### src/pecq_params.svh
`ifndef PECQ_PARAMS_SVH
`define PECQ_PARAMS_SVH

// Register indices on the plain register port
`define PECQ_ADDR_EVTSEL   4'h0
`define PECQ_ADDR_COUNT_LO 4'h1
`define PECQ_ADDR_COUNT_HI 4'h2
`define PECQ_ADDR_STATUS   4'h3
`define PECQ_ADDR_ID       4'h4

// Event selection register fields
`define PECQ_EVT_LSB       0
`define PECQ_EVT_MSB       7
`define PECQ_UMASK_LSB     8
`define PECQ_UMASK_MSB     15
`define PECQ_CORESPEC_LSB  14
`define PECQ_CORESPEC_MSB  15
`define PECQ_EN_BIT        22
`define PECQ_CLR_BIT       23
`define PECQ_EVTSEL_RST    32'h0000_0000
`define PECQ_EVTSEL_MASK   32'h00c0_ffff

// Event codes and unit masks
`define PECQ_EVT_CYCLES    8'h3c
`define PECQ_EVT_BUS_DRDY  8'h62
`define PECQ_EVT_GENERIC   8'h2e
`define PECQ_EVT_INDEP     8'h07
`define PECQ_UM_CORE_CYC   8'h00
`define PECQ_UM_REF_CYC    8'h01
`define PECQ_UM_BUS_CYC    8'h02
`define PECQ_UM_ALL_AGENTS 8'h20
`define PECQ_CS_ALL_CORES  2'h3
`define PECQ_CS_THIS_CORE  2'h0

// Sources admitted per scope
`define PECQ_NUM_SRC       3
`define PECQ_SRC_THIS      3'h1
`define PECQ_SRC_CORES     3'h3
`define PECQ_SRC_AGENTS    3'h7
`define PECQ_SRC_NONE      3'h0

// Register word layout
`define PECQ_WORD_W        32
`define PECQ_WORD_ZERO     32'h0000_0000
`define PECQ_STAT_ACTIVE_BIT  0
`define PECQ_STAT_HALTED_BIT  1
`define PECQ_STAT_SNOOPED_BIT 2

`define PECQ_ID_VALUE      32'h0000_5a01

`endif

### src/pecq_pkg.sv
package pecq_pkg;
    // Counting scope chosen by unit mask
    typedef enum logic [1:0] {
        PECQ_SCOPE_THIS   = 2'h0,
        PECQ_SCOPE_ALL    = 2'h1,
        PECQ_SCOPE_AGENTS = 2'h3
    } pecq_scope_t;
endpackage : pecq_pkg

### src/pecq_core_qualifier.sv
// How it works
// RQ1: Generic events (code 2E) count only while core runs non-halt code or is snooped.
// RQ2: A halted core being snooped still counts as active.
// RQ3: Unhalted cycle events never advance while halted, even when snooped.
// RQ4: Event code 3C picks one of three cycle units by unit mask.
// RQ5: Unit mask bits 15:14 select this-core or any-core counting.
// RQ6: Core-specificity value 11 counts the condition from all cores.
// RQ7: Bus data-ready with unit mask 20 counts every bus agent.
// RQ8: Shared-subsystem events qualify at processor or bus agent boundary.
// RQ9: One selection register only; no parallel per-processor bus counting.
// RQ10: Processor-independent events ignore the qualification field.
// RQ11: Unit mask 00 counts core clocks while not halted.
// RQ12: Unit mask 01 counts bus clock enables while not halted.
// RQ13: Counter adds one per qualifying cycle or occurrence.
`timescale 1ns/1ps
`include "pecq_params.svh"

module pecq_core_qualifier
    import pecq_pkg::*;
#(
    parameter int CNT_W = 40
) (
    // Clock and reset
    input  wire logic        clock_in,
    input  wire logic        rst_n_in,
    // Register port
    input  wire logic [3:0]  reg_addr_in,
    input  wire logic [31:0] reg_wdata_in,
    input  wire logic        reg_wr_in,
    input  wire logic        reg_rd_in,
    output logic      [31:0] reg_rdata_out,
    // Core state from the core, same clock
    input  wire logic        core_halted_in,
    input  wire logic        core_snooped_in,
    input  wire logic        other_core_halted_in,
    input  wire logic        bus_clk_en_in,
    // Event occurrences, same clock
    input  wire logic        evt_this_core_in,
    input  wire logic        evt_other_core_in,
    input  wire logic        evt_other_agent_in,
    input  wire logic        bus_drdy_this_in,
    input  wire logic        bus_drdy_other_in,
    input  wire logic        indep_evt_in,
    // Status
    output logic             core_active_out,
    output logic             count_pulse_out
);

    // Register state
    logic [31:0]      evtsel_reg;
    logic [31:0]      evtsel_next;
    logic [CNT_W-1:0] count_reg;
    logic [CNT_W-1:0] count_next;
    logic [31:0]      rdata_next;
    logic [31:0]      status_word;
    // Selection fields
    logic [7:0]       evt_code;
    logic [7:0]       umask;
    logic [1:0]       corespec;
    logic             enable;
    pecq_scope_t      scope;
    // Activity and the selected occurrence
    logic             active;
    logic             unhalted;
    logic             hit;
    logic             count_loaded;
    logic             count_step;
    // Register port decode
    logic             wr_evtsel;
    logic             wr_count_lo;
    logic             wr_count_hi;
    // Per-unit qualified occurrences
    logic             core_cyc_hit;
    logic             ref_cyc_hit;
    logic             bus_cyc_hit;
    logic             cyc_hit;
    logic             drdy_hit;
    logic             indep_hit;
    logic             generic_hit;
    // Generic event sources: this core, other core, other agent
    logic [2:0]       src_evt;
    logic [2:0]       src_allow;
    logic [2:0]       src_hit;

    // Field extraction
    assign evt_code = evtsel_reg[`PECQ_EVT_MSB:`PECQ_EVT_LSB];
    assign umask    = evtsel_reg[`PECQ_UMASK_MSB:`PECQ_UMASK_LSB];
    assign corespec = evtsel_reg[`PECQ_CORESPEC_MSB:`PECQ_CORESPEC_LSB];
    assign enable   = evtsel_reg[`PECQ_EN_BIT];

    // Register write decode
    assign wr_evtsel   = reg_wr_in && (reg_addr_in == `PECQ_ADDR_EVTSEL);
    assign wr_count_lo = reg_wr_in && (reg_addr_in == `PECQ_ADDR_COUNT_LO);
    assign wr_count_hi = reg_wr_in && (reg_addr_in == `PECQ_ADDR_COUNT_HI);
    // Write or clear overrides the increment in the same cycle
    assign count_loaded = evtsel_reg[`PECQ_CLR_BIT] || wr_count_lo || wr_count_hi;
    assign count_step   = enable && hit && !count_loaded;              // [RQ13]

    // Activity qualification
    assign unhalted = !core_halted_in;                                  // [RQ3]
    assign active   = unhalted || core_snooped_in;                      // [RQ1] [RQ2]

    // Scope from the core-specificity field
    always_comb begin
        unique case (corespec)
            `PECQ_CS_THIS_CORE: begin
                scope = PECQ_SCOPE_THIS;                                // [RQ5]
            end
            `PECQ_CS_ALL_CORES: begin
                scope = PECQ_SCOPE_AGENTS;                              // [RQ6] [RQ8]
            end
            default: begin
                scope = PECQ_SCOPE_ALL;                                 // [RQ5]
            end
        endcase
    end

    // Cycle units; snooping never makes a halted core count here
    always_comb begin
        core_cyc_hit = unhalted;                                        // [RQ11] [RQ3]
        ref_cyc_hit  = unhalted && bus_clk_en_in;                       // [RQ12] [RQ3]
        bus_cyc_hit  = unhalted && bus_clk_en_in && other_core_halted_in; // [RQ3]
    end

    // One of three cycle units chosen by unit mask
    always_comb begin
        cyc_hit = 1'b0;
        unique case (umask)
            `PECQ_UM_CORE_CYC: begin
                cyc_hit = core_cyc_hit;                                 // [RQ4]
            end
            `PECQ_UM_REF_CYC: begin
                cyc_hit = ref_cyc_hit;                                  // [RQ4]
            end
            `PECQ_UM_BUS_CYC: begin
                cyc_hit = bus_cyc_hit;                                  // [RQ4]
            end
            default: begin
                cyc_hit = 1'b0;
            end
        endcase
    end

    // Data-ready occurrences; processor field bits 15:14 are part of the unit mask compared with 20
    always_comb begin
        if (umask == `PECQ_UM_ALL_AGENTS) begin
            drdy_hit = bus_drdy_this_in || bus_drdy_other_in;           // [RQ7] [RQ10]
        end else begin
            drdy_hit = bus_drdy_this_in;                                // [RQ10]
        end
    end

    // Processor-independent occurrence
    assign indep_hit = indep_evt_in;                                    // [RQ10]

    // Generic occurrence sources
    assign src_evt = {evt_other_agent_in, evt_other_core_in, evt_this_core_in};

    // Sources admitted by the counting scope
    always_comb begin
        unique case (scope)
            PECQ_SCOPE_THIS: begin
                src_allow = `PECQ_SRC_THIS;                             // [RQ5]
            end
            PECQ_SCOPE_ALL: begin
                src_allow = `PECQ_SRC_CORES;                            // [RQ5]
            end
            PECQ_SCOPE_AGENTS: begin
                src_allow = `PECQ_SRC_AGENTS;                           // [RQ6] [RQ8]
            end
            default: begin
                src_allow = `PECQ_SRC_NONE;
            end
        endcase
    end

    // Each source qualified by scope and core activity
    generate
        for (genvar src_idx = 0; src_idx < `PECQ_NUM_SRC; src_idx = src_idx + 1) begin : g_src
            assign src_hit[src_idx] = active && src_evt[src_idx] && src_allow[src_idx]; // [RQ1]
        end
    endgenerate
    assign generic_hit = |src_hit;                                      // [RQ13]

    // Event code selects the qualified occurrence
    always_comb begin
        hit = 1'b0;
        unique case (evt_code)
            `PECQ_EVT_CYCLES: begin
                hit = cyc_hit;                                          // [RQ4]
            end
            `PECQ_EVT_BUS_DRDY: begin
                hit = drdy_hit;                                         // [RQ7]
            end
            `PECQ_EVT_INDEP: begin
                hit = indep_hit;                                        // [RQ10]
            end
            `PECQ_EVT_GENERIC: begin
                hit = generic_hit;                                      // [RQ1]
            end
            default: begin
                hit = 1'b0;
            end
        endcase
    end

    // Counter next value
    always_comb begin
        count_next = count_reg;
        if (enable && hit) begin
            count_next = count_reg + {{(CNT_W-1){1'b0}}, 1'b1};           // [RQ13]
        end
    end

    // Selection register next value; clear bit lasts one cycle
    always_comb begin
        evtsel_next = evtsel_reg;
        evtsel_next[`PECQ_CLR_BIT] = 1'b0;
        if (wr_evtsel) begin
            evtsel_next = reg_wdata_in & `PECQ_EVTSEL_MASK;             // [RQ9]
        end
    end

    // Single event selection register
    always_ff @(posedge clock_in or negedge rst_n_in) begin
        if (!rst_n_in) begin
            evtsel_reg <= `PECQ_EVTSEL_RST;
        end else begin
            evtsel_reg <= evtsel_next;
        end
    end

    // Counter; software write or clear bit preloads it
    always_ff @(posedge clock_in or negedge rst_n_in) begin
        if (!rst_n_in) begin
            count_reg <= '0;
        end else if (evtsel_reg[`PECQ_CLR_BIT]) begin
            count_reg <= '0;
        end else if (wr_count_lo) begin
            count_reg <= {count_reg[CNT_W-1:`PECQ_WORD_W], reg_wdata_in};
        end else if (wr_count_hi) begin
            count_reg <= {reg_wdata_in[CNT_W-`PECQ_WORD_W-1:0], count_reg[`PECQ_WORD_W-1:0]};
        end else begin
            count_reg <= count_next;                                    // [RQ13]
        end
    end

    // Registered activity flag
    always_ff @(posedge clock_in or negedge rst_n_in) begin
        if (!rst_n_in) begin
            core_active_out <= 1'b0;
        end else begin
            core_active_out <= active;                                  // [RQ1]
        end
    end

    // Pulse only when the counter really advanced
    always_ff @(posedge clock_in or negedge rst_n_in) begin
        if (!rst_n_in) begin
            count_pulse_out <= 1'b0;
        end else begin
            count_pulse_out <= count_step;                              // [RQ13]
        end
    end

    // Status word: snoop, halt and activity levels
    always_comb begin
        status_word                          = `PECQ_WORD_ZERO;
        status_word[`PECQ_STAT_ACTIVE_BIT]   = active;                  // [RQ1]
        status_word[`PECQ_STAT_HALTED_BIT]   = core_halted_in;
        status_word[`PECQ_STAT_SNOOPED_BIT]  = core_snooped_in;         // [RQ2]
    end

    // Read word by index; unmapped indices and idle cycles read zero
    always_comb begin
        rdata_next = `PECQ_WORD_ZERO;
        if (reg_rd_in) begin
            unique case (reg_addr_in)
                `PECQ_ADDR_EVTSEL: begin
                    rdata_next = evtsel_reg;
                end
                `PECQ_ADDR_COUNT_LO: begin
                    rdata_next = count_reg[`PECQ_WORD_W-1:0];
                end
                `PECQ_ADDR_COUNT_HI: begin
                    rdata_next = 32'(count_reg[CNT_W-1:`PECQ_WORD_W]);
                end
                `PECQ_ADDR_STATUS: begin
                    rdata_next = status_word;
                end
                `PECQ_ADDR_ID: begin
                    rdata_next = `PECQ_ID_VALUE;                        // Arbitrary value
                end
                default: begin
                    rdata_next = `PECQ_WORD_ZERO;
                end
            endcase
        end
    end

    // Read data, one cycle after the strobe
    always_ff @(posedge clock_in or negedge rst_n_in) begin
        if (!rst_n_in) begin
            reg_rdata_out <= `PECQ_WORD_ZERO;
        end else begin
            reg_rdata_out <= rdata_next;
        end
    end

endmodule : pecq_core_qualifier

### config.mk
export PLATFORM = sky130hd
export DESIGN_NAME = pecq_core_qualifier
export DESIGN_NICKNAME = d
export VERILOG_FILES = /design/src/pecq_pkg.sv /design/src/pecq_core_qualifier.sv
export VERILOG_INCLUDE_DIRS = /design/src
export SDC_FILE = /design/constraint.sdc
export NUM_CORES = 1
export LEC_CHECK = 0
export ABC_AREA = 1
export ABC_CLOCK_PERIOD_IN_PS = 1660
export BUFFER_PORTS_ARGS = -buffer_cell sky130_fd_sc_hd__clkbuf_2
export CORE_UTILIZATION = 52
export CTS_CLUSTER_SIZE = 14
export DETAILED_ROUTE_END_ITERATION = 7
export PLACE_DENSITY_LB_ADDON = 0.08
export SLEW_MARGIN = 20
export SYNTH_ARGS = -nofsm -noshare
export SYNTH_HDL_FRONTEND = slang
export SYNTH_SLANG_ARGS = --single-unit
### constraint.sdc
create_clock -name clock_in -period 1.66 [get_ports clock_in]
set_input_delay 0.332 -clock clock_in [delete_from_list [all_inputs] [get_ports clock_in]]
set_output_delay 0.332 -clock clock_in [all_outputs]
set_load 0.01 [all_outputs]
# Yosys cells after proc, flatten, opt, wreduce, memory -nomap -nowiden
# Index checks and enable logic that the tools add are counted.
dict set report op_classes {
  n_eq_ne 16
  bitwise 0
  n_reduce_logical 28
  addsub 1
  n_mul 0
  n_mux 12
  n_div 0
  n_shift 0
  order_cmp 0
}
# operator n
set op_table {}
lappend op_table {{40-bit 2-to-1 mux} 4}
lappend op_table {{32-bit one-hot mux with 5 select lines} 1}
lappend op_table {{40-bit by 1-bit adder with 40-bit output, second input constant} 1}
lappend op_table {{32-bit 2-to-1 mux} 1}
lappend op_table {{8-bit by 6-bit equality test with 1-bit output, second input constant} 3}
lappend op_table {{24-bit 2-to-1 mux} 1}
lappend op_table {{1-bit logical AND} 13}
lappend op_table {{3-bit one-hot mux with 3 select lines} 1}
lappend op_table {{4-bit by 2-bit equality test with 1-bit output, second input constant} 2}
lappend op_table {{8-bit by 1-bit equality test with 1-bit output, second input constant} 1}
lappend op_table {{8-bit by 2-bit equality test with 1-bit output, second input constant} 1}
lappend op_table {{8-bit by 3-bit equality test with 1-bit output, second input constant} 1}
lappend op_table {{8-bit by 7-bit equality test with 1-bit output, second input constant} 1}
lappend op_table {{8-bit logical NOT} 1}
lappend op_table {{3-bit nonzero test} 2}
lappend op_table {{2-bit equality test, second input constant} 2}
lappend op_table {{4-bit by 1-bit equality test with 1-bit output, second input constant} 1}
lappend op_table {{4-bit by 3-bit equality test with 1-bit output, second input constant} 1}
lappend op_table {{2-bit logical NOT} 2}
lappend op_table {{4-bit logical NOT} 1}
lappend op_table {{1-bit logical OR} 4}
lappend op_table {{1-bit one-hot mux with 4 select lines} 1}
lappend op_table {{2-bit one-hot mux with 2 select lines} 1}
lappend op_table {{2-bit AND reduction} 2}
lappend op_table {{other kinds (7)} 8}
dict set report word_totals {
  mem_bits_rw 0
  output_inout_bits 34
  input_bits 50
  regBits 92
  latch_bits 0
  mem_bits_ro 0
  wordCells 64
  memories 0
}

# Longest topological paths before layout
# Gate-level depths: netlist of the first run.
dict set report depth {
  depth_word 12
  mapped_depth 13
  ltp_nobuf 12
}

# Worst setup path before layout of the first run
# Ideal clock, no wire load.
dict set report synth_timing {
  kind {flip-flop to flip-flop}
  startpoint {register count_reg[1]}
  endpoint {register count_reg[32]}
  n_path_buf 0
  required_time_ns 1.542
  slack_ns 0.109
  arrival_ns 1.433
  synth_period_minus_slack_ns 1.551
  stages_incl_launch_ff 11
  setup_ns 0.118
  cell_sequence {dfrtp_1 ha_1 inv_2 nor2_4 nand2_1 nor2_2 nand2_1 xor2_1 nand2_1 nand4_1 nand2_1}
}
dict set report synth_via {
  elab_chain_cells 5
}
# item line_no
set synth_lines {}
lappend synth_lines {{from (decl)} pecq_core_qualifier.sv:52} ;# logic [CNT_W-1:0] count_reg;
lappend synth_lines {{from (signal assigned)} pecq_core_qualifier.sv:240} ;# count_reg <= {count_reg[CNT_W-1:`PECQ_WORD_W], reg_wdata_in};
lappend synth_lines {{from (signal assigned)} pecq_core_qualifier.sv:242} ;# count_reg <= {reg_wdata_in[CNT_W-`PECQ_WORD_W-1:0], count_reg[`PECQ_WORD_W-1:0]};
lappend synth_lines {{from (signal assigned)} pecq_core_qualifier.sv:244} ;# count_reg <= count_next;
lappend synth_lines {{40-bit by 1-bit adder with 40-bit output} pecq_core_qualifier.sv:211} ;# count_next = count_reg + {{(CNT_W-1){1'b0}}, 1'b1};
lappend synth_lines {{40-bit 2-to-1 mux} pecq_core_qualifier.sv:210} ;# if (enable && hit) begin
lappend synth_lines {{40-bit 2-to-1 mux} pecq_core_qualifier.sv:241} ;# end else if (wr_count_hi) begin
lappend synth_lines {{40-bit 2-to-1 mux} pecq_core_qualifier.sv:239} ;# end else if (wr_count_lo) begin
lappend synth_lines {{40-bit 2-to-1 mux} pecq_core_qualifier.sv:237} ;# end else if (evtsel_reg[`PECQ_CLR_BIT]) begin
# No other way between the ends. The select of a mux whose other input is x is not followed.
# A chain may end at the register's enable or synchronous reset.

# Final worst setup path of the first run
dict set report layout_timing {
  startpoint {register evtsel_reg[14]}
  endpoint {register count_reg[2]}
}
dict set report layout_via {
  elab_chain_cells 10
  word_cells_on_any_way 21
  cone_classes {6 x eq/ne; 5 x mux; 10 x reduce/logical}
}
# item line_no
set layout_lines {}
lappend layout_lines {{from (decl)} pecq_core_qualifier.sv:50} ;# logic [31:0] evtsel_reg;
lappend layout_lines {{from (signal assigned)} pecq_core_qualifier.sv:227} ;# evtsel_reg <= `PECQ_EVTSEL_RST;
lappend layout_lines {{from (signal assigned)} pecq_core_qualifier.sv:229} ;# evtsel_reg <= evtsel_next;
lappend layout_lines {{2-bit equality test or 2-bit logical NOT (tied branches)} pecq_core_qualifier.sv:105} ;# unique case (corespec)
lappend layout_lines {{2-bit one-hot mux with 2 select lines} pecq_core_qualifier.sv:105}
lappend layout_lines {{2-bit equality test, or another cell as far along} pecq_core_qualifier.sv:161} ;# unique case (scope)
lappend layout_lines {{3-bit one-hot mux with 3 select lines} pecq_core_qualifier.sv:161}
lappend layout_lines {{1-bit logical AND} pecq_core_qualifier.sv:180} ;# assign src_hit[src_idx] = active && src_evt[src_idx] && src_allow[src_idx];
lappend layout_lines {{3-bit OR reduction} pecq_core_qualifier.sv:183} ;# assign generic_hit = |src_hit;
lappend layout_lines {{1-bit one-hot mux with 4 select lines (*)} pecq_core_qualifier.sv:188} ;# unique case (evt_code)
lappend layout_lines {{1-bit logical AND (*)} pecq_core_qualifier.sv:210}
lappend layout_lines {{3-bit nonzero test (no line) (*)} n/a}
lappend layout_lines {{2-bit AND reduction (no line) (*)} n/a}
# Mark *: on every way between the ends. The rest lies on a longest branch, timed or not.

==> flow_summary_export.csv, run 1 <==
group,metric,value,unit
logic_synthesis,synth_nets,846,
timing,min_period,1.74,ns
timing,hold_viol_final,0,
layout,final_cell_mix,"241 x nand2_1, 100 x buf_4, 88 x nor2_1",
logic_synthesis,yosys_warnings,0,
layout,largest_reg_flops,40,
timing,fin_worst_skew,0.0150,ns
logic_synthesis,synth-seq-cells,92,
drt,postRouteAntennaNets,0,
timing,worst_pin_slew,0.411,ns
setup_path,cp-startpoint,"evtsel_reg[14]",
floorplanning,die_area,11100,um2
clock_network,cts_buffer_depth,2,
timing,fin_ws,-0.0758,ns
pwr,switchingPower,1.84,mW
timing,hold_slack,0.161,ns
timing,rsz0062_at_grt,"yes",
setup_path,cp-start-kind,"flop",
place,post-dp-hpwl,14200,um
outcome,failed_checks,"negative setup slack",
outcome,outcome,"finished with violations",
logic_synthesis,netlist_instances,795,
setup_path,worstPathArrival,2.05,ns
pwr,p_sw_share,32.9,%
floorplanning,core-area,10400,um2
setup_path,r2r-start,"evtsel_reg[14]",
clock_network,clockRootBuffer,"clkbuf_8",
clock_network,cts_made_buffers,9,
layout,fillers,914,
floorplanning,die_x,105,um
timing,min_period_over_period,105,%
floorplanning,rows,37,
global_route,antenna_found_initial,0,
global_route,overflow,0,
clock_network,clkLatencyLatePin,0.39,ns
logic_synthesis,synth_edf_count,0,
clock_network,cts_tree,"yes",
clock_network,h-tree-depth,3,
layout,drive_gt1_share,29.6,%
floorplanning,start_util,53.6,%
setup_path,cp_slowest_stage_delay,0.42,ns
setup_path,critPathMaxFanout,12,
setup_path,slowest_stage,"dfrtp_1",
drt,drt_pass1_iterations,7,
pwr,seq_power_share,47.9,%
timing,setup_tns,-1.37,ns
setup_path,critPathCaptureType,"flop",
pwr,power_density,764,nW/um2
pwr,power.leakage,3.60,nW
global_route,grt_pass1_vias,5820,
timing,report.final.slew_viol_count,0,
timing,fmax,576,MHz
logic_synthesis,synth_cell_type_count,37,
logic_synthesis,synth_flop_cell,"dfrtp_1",
timing,setup_viol,34,
logic_synthesis,syn-cell-area,5560,um2
worst_hold_path,hold_path_depth,3,
floorplanning,ios,84,
floorplanning,die_y,105,um
pwr,ir_drop,0.512,mV
pwr,pwr-share-clk,28.3,%
layout,n_antenna_cell,0,
drt,vias,6080,
global_route,grt_max_degree,31,
clock_network,cts.sinks,92,
drt,wire_per_inst,16.2,um
logic_synthesis,ys_seq_area_share,41.4,%
pwr,comb_power_share,23.7,%
worst_hold_path,worstHoldStart,"reg_wdata_in[23]",
worst_hold_path,hp-class,"primary input to flop",
pwr,internal-power,3.76,mW
drt,drt_iter0_markers,495,
place,io_buffers,83,
layout,final_common_cell,"nand2_1",
place,gp_congestion,1.02,
setup_path,r2r_setup_slack,-0.08,ns
timing,relSlewSlack,71.9,%
place,dpl_cell_area,6910,um2
layout,nets,1032,
logic_synthesis,avgSynthCellArea,7.00,um2
layout,area_delta_synth_final,31.8,%
drt,via_per_inst,5.42,
logic_synthesis,synth-async-reset-ratio,100,%
drt,drc,0,
layout,utilization,70.7,%
setup_path,required,1.98,ns
setup_path,reg2regPathDepth,12,
clock_network,clkTransAtPathRegs,0.10,ns
setup_path,path_cells,"nor2_2 > buf_4 > nand4_1 > nor2_1 > nand2_1 > nand3_2 > nand3_2 > nand2_4 > buf_12 > buf_12 > nand2_1 > o21ai_1",
flow_run,drv_cap,0,
worst_hold_path,hold_end,"evtsel_reg[23]",
drt,routed_wl,18200,um
global_route,grt_pass1_wl,28900,um
setup_path,critical_path_class,"flop to flop",
setup_path,rr_endpoint,"count_reg[2]",
layout,postLayoutCellArea,7330,um2
global_route,grt_use_total,34.0,%
## stage by stage
step	total power, mW	setup WS (ns)	std cells
finish	5.60	-0.0758	1122
CTS	5.54	-0.0290	1118
global placement	3.88	-0.0800	1096
global route	5.85	-0.196	1122
floorplan	3.25	0.109	795
detailed placement	3.92	-0.100	1096
## layout make-up
type,count,area (um2),share of cell area (%)
Sequential cell,92,2310,31.5
Inverter,102,385,5.26
Timing Repair Buffer,196,1410,19.2
Clock inverter,6,68.8,0.939
Multi-Input combinational cell,580,2860,39.0
Clock buffer,10,128,1.74
Tap cell,136,170,2.32
## power groups by stage
stage	combinational (mW)	clock, mW	sequential, mW
6_report	1.33	1.59	2.69
5_1_grt	1.46	1.68	2.71
4_1_cts	1.26	1.60	2.67
3_5_place_dp	1.21	0	2.70
3_3_place_gp	1.19	0	2.69
2_1_floorplan	0.594	0	2.65
## timing repair
| item | CTS | global route |
|---|---|---|
| pin swaps | 5 | 7 |
| buffers inserted | 5 | 3 |
| cloned | 0 | 1 |
| endpoints found under the setup margin | 40 | 41 |
| hold buffers | 1 | 0 |
| endpoints found under the hold margin | 16 | 0 |
| gates resized for setup | 17 | 28 |
## synthesized netlist by cell type (all sizes together), types with 7 or more instances
library cell	instances	area share [%]
a21oi	16	1.4
buf	11	1.6
clkbuf	10	0.67
dfrtp	92	41
inv	102	6.9
nand2	263	19
nand3	48	4.7
nand4	23	2.6
nor2	109	8.4
nor3	7	0.83
o21ai	66	6.1
o22ai	12	1.3
xor2	9	1.4
## kinds of logic (layout without fill, tap and decap cells)
| kind of cell | count (synthesis) | after routing | share of synthesized area (%) |
|---|---|---|---|
| AND/OR/NAND/NOR | 455 | 455 | 35.6 |
| buffers and inverters | 123 | 314 | 9.18 |
| AO/OA/AOI/OAI | 113 | 113 | 11.8 |
| flip-flops | 92 | 92 | 41.4 |
| XOR/XNOR | 10 | 10 | 1.57 |
| adder cells (fa/ha/maj) | 1 | 1 | 0.225 |
| multiplexers | 1 | 1 | 0.202 |
## routing by layer
layer	track usage, %	part of all wire, %
met1	43.7	41
met2	55.3	47
met3	4.70	6.5
met4	19.3	4.9
met5	0	0
## worst max-delay path by stage
stage,depth (start not counted),slack [ns],to
2_1_floorplan,10,0.11,count_reg[32]
3_3_place_gp,12,-0.08,count_reg[37]
3_5_place_dp,12,-0.10,count_reg[7]
4_1_cts,12,-0.03,count_reg[2]
5_1_grt,13,-0.20,count_reg[3]
6_report,12,-0.08,count_reg[2]
## critical path: cells and delay by family (launching register included)
family / cells / cell delay, ns
AOI/OAI and AO/OA: 1 / 0.08
buffers and inverters: 3 / 0.39
DFF: 1 / 0.42
and+or+nand+nor: 8 / 0.77
Note: power is estimated with default switching activity, not from simulation.
==> run 2, diff against run 1 <==
--- a/config.mk
+++ b/config.mk
@@ -7,9 +7,9 @@
 export NUM_CORES = 1
 export LEC_CHECK = 0
 export ABC_AREA = 1
-export ABC_CLOCK_PERIOD_IN_PS = 1660
+export ABC_CLOCK_PERIOD_IN_PS = 2100
 export BUFFER_PORTS_ARGS = -buffer_cell sky130_fd_sc_hd__clkbuf_2
-export CORE_UTILIZATION = 52
+export CORE_UTILIZATION = 55
 export CTS_CLUSTER_SIZE = 14
 export DETAILED_ROUTE_END_ITERATION = 7
 export PLACE_DENSITY_LB_ADDON = 0.08
@@ -17,3 +17,4 @@
 export SYNTH_ARGS = -nofsm -noshare
 export SYNTH_HDL_FRONTEND = slang
 export SYNTH_SLANG_ARGS = --single-unit
+export TNS_END_PERCENT = 5
==> constraint.sdc (replaced) <==
create_clock -name clock_in -period 2.1 [get_ports clock_in]
set_input_delay 0.42 -clock clock_in [delete_from_list [all_inputs] [get_ports clock_in]]
set_output_delay 0.42 -clock clock_in [all_outputs]
set_load 0.01 [all_outputs]
==> run 2 against run 1 <==
  * The run now ends clean
  * Sequential share of layout area rose by 4.6 points
  * Sequential power fell by 20%
  * Total power fell by 25%
  * Flip-flop and latch count did not move
  * Via count fell by 7.5%
  * Register-to-register slack improved by 0.25 ns
  * Maximum frequency fell by 9.6%
  * Highest routed layer unchanged
  * Design area fell by 13%
  * Core utilization fell by 5.4 points
==> flow_summary_export.csv, run 2 (synthesis results as in run 1) <==
group,metric,value,unit
clock_network,clkLatencyLatePin,0.39,ns
timing,rsz0062_at_grt,"no",
global_route,grtUsageMet3,4.54,%
layout,utilization,65.3,%
drt,drt_pass1_iterations,5,
place,gp_congestion,0.998,
pwr,ir_drop,0.482,mV
layout,area_delta_synth_final,14.8,%
global_route,antenna_found_initial,0,
layout,final_common_cell,"nand2_1",
layout,nets,932,
timing,report.final.slew_viol_count,0,
global_route,grt_pass1_vias,5286,
floorplanning,start_util,56.9,%
clock_network,post_cts_buffers,0,
clock_network,cts_buffer_depth,2,
global_route,grt_use_total,34.2,%
setup_path,critPathCaptureType,"flop",
timing,fmax,521,MHz
place,post-dp-hpwl,12900,um
setup_path,reg2regPathDepth,13,
setup_path,critPathMaxFanout,30,
global_route,use_met2,55.4,%
setup_path,critical_path_class,"flop to flop",
drt,drt_iter0_markers,477,
floorplanning,die_x,103,um
global_route,grt_pass1_wl,26600,um
timing,setup_viol,0,
setup_path,path_cells,"inv_2 > nand2_1 > nor2_1 > nand3_1 > nor2_1 > nor2_1 > nand3_1 > nand3_2 > nand2_2 > buf_12 > inv_2 > nand2_1 > nand2_1",
setup_path,slowest_stage,"dfrtp_1",
clock_network,clkTransAtPathRegs,0.10,ns
clock_network,cts.sinks,92,
timing,relSlewSlack,57.5,%
clock_network,cts_tree,"yes",
layout,drive_gt1_share,17.9,%
layout,final_cell_mix,"252 x nand2_1, 96 x nor2_1, 92 x dfrtp_1",
setup_path,cp-start-kind,"flop",
drt,routed_wl,17000,um
drt,vias,5626,
drt,via_per_inst,5.52,
timing,min_period_over_period,91.5,%
worst_hold_path,hold_path_depth,3,
setup_path,required,2.37,ns
global_route,overflow,0,
setup_path,cp_slowest_stage_delay,0.47,ns
drt,wire_per_inst,16.6,um
timing,setup_tns,0,ns
global_route,grt_max_degree,61,
pwr,power_density,657,nW/um2
clock_network,clockRootBuffer,"clkbuf_8",
outcome,outcome,"completed",
floorplanning,rows,36,
place,io_buffers,83,
clock_network,cts_resized,0,
global_route,grt.busiest_layer,"met2",
drt,drc,0,
floorplanning,core-area,9770,um2
timing,worst_pin_slew,0.636,ns
floorplanning,die_y,103,um
drt,postRouteAntennaNets,0,
worst_hold_path,hp-class,"primary input to flop",
layout,n_antenna_cell,0,
layout,largest_reg_flops,40,
setup_path,worstPathArrival,2.19,ns
clock_network,h-tree-depth,3,
timing,hold_viol_final,0,
floorplanning,die_area,10500,um2
flow_run,drv_cap,0,
global_route,grt_util_met1,44.1,%
timing,fin_worst_skew,0.0137,ns
timing,min_period,1.92,ns
floorplanning,ios,84,
pwr,power.leakage,3.06,nW
clock_network,cts_made_buffers,9,
[run 2: changes by cell type in the layout (fill, tap and decap cells not counted), moves of 5 or more]
cell | previous run | this run
buf_12 | 9 | 3
dfrtp_2 | 5 | 0
nand2_2 | 17 | 8
nor2_1 | 88 | 96
buf_4 | 100 | 9
dfrtp_1 | 87 | 92
nand2_1 | 241 | 252
[run 2: repair_timing]
action / in CTS / in global routing
endpoints found under the hold margin: 2 / 0
setup endpoints to repair: 0 / 5
hold buffers: 1 / 0
[run 2: worst max-delay path: cells and delay by family, from the launching register on]
kind | cells | cell delay [ns]
flops | 1 | 0.47
simple gates | 10 | 0.94
buf+inv | 3 | 0.40
[run 2: layout make-up]
type / instances / area (um2)
inverter: 102 / 383
clock inverter: 6 / 75.1
sequential: 92 / 2300
clock buffer: 10 / 138
multi-input combinational: 580 / 2750
fill: 930 / 3390
tap: 133 / 166
timing repair buffer: 96 / 573
[run 2: final timing paths]
check,start,to,slack [ns]
setup / recovery,evtsel_reg[4],count_reg[31],0.18
hold reg to reg,evtsel_reg[9],evtsel_reg[9],0.53
max in group asynchronous,rst_n_in,evtsel_reg[1],0.92
min in group asynchronous,rst_n_in,evtsel_reg[13],0.52
hold / removal,reg_wdata_in[23],evtsel_reg[23],0.29
setup reg to reg,evtsel_reg[4],count_reg[31],0.18
[run 2: metrics by stage]
stage	area, um2	power [mW]	hold WS [ns]	worst slack, ns	instances
after CTS	6360	4.18	0.284	0.190	1018
after global routing	6390	4.38	0.293	0.00534	1019
after detailed placement	6140	2.88	0.415	0.154	1001
final	6390	4.20	0.295	0.179	1019
after global placement	6140	2.86	0.405	0.200	1001
after floorplan	5560	2.57	0.124	0.544	795
[run 2: report_power, final]
group          switching [mW]  leakage (nW)  internal, mW
Combinational           0.462          1.71         0.267
Sequential              0.223          1.25          1.93
Clock                   0.714         0.106         0.604
[run 2: metal layers]
metal / part of all wire (%) / vias up
li1: - / 2737
met1: 44 / 2607
met2: 46 / 235
met3: 5.9 / 47
met4: 4.3 / 0
met5: 0 / -
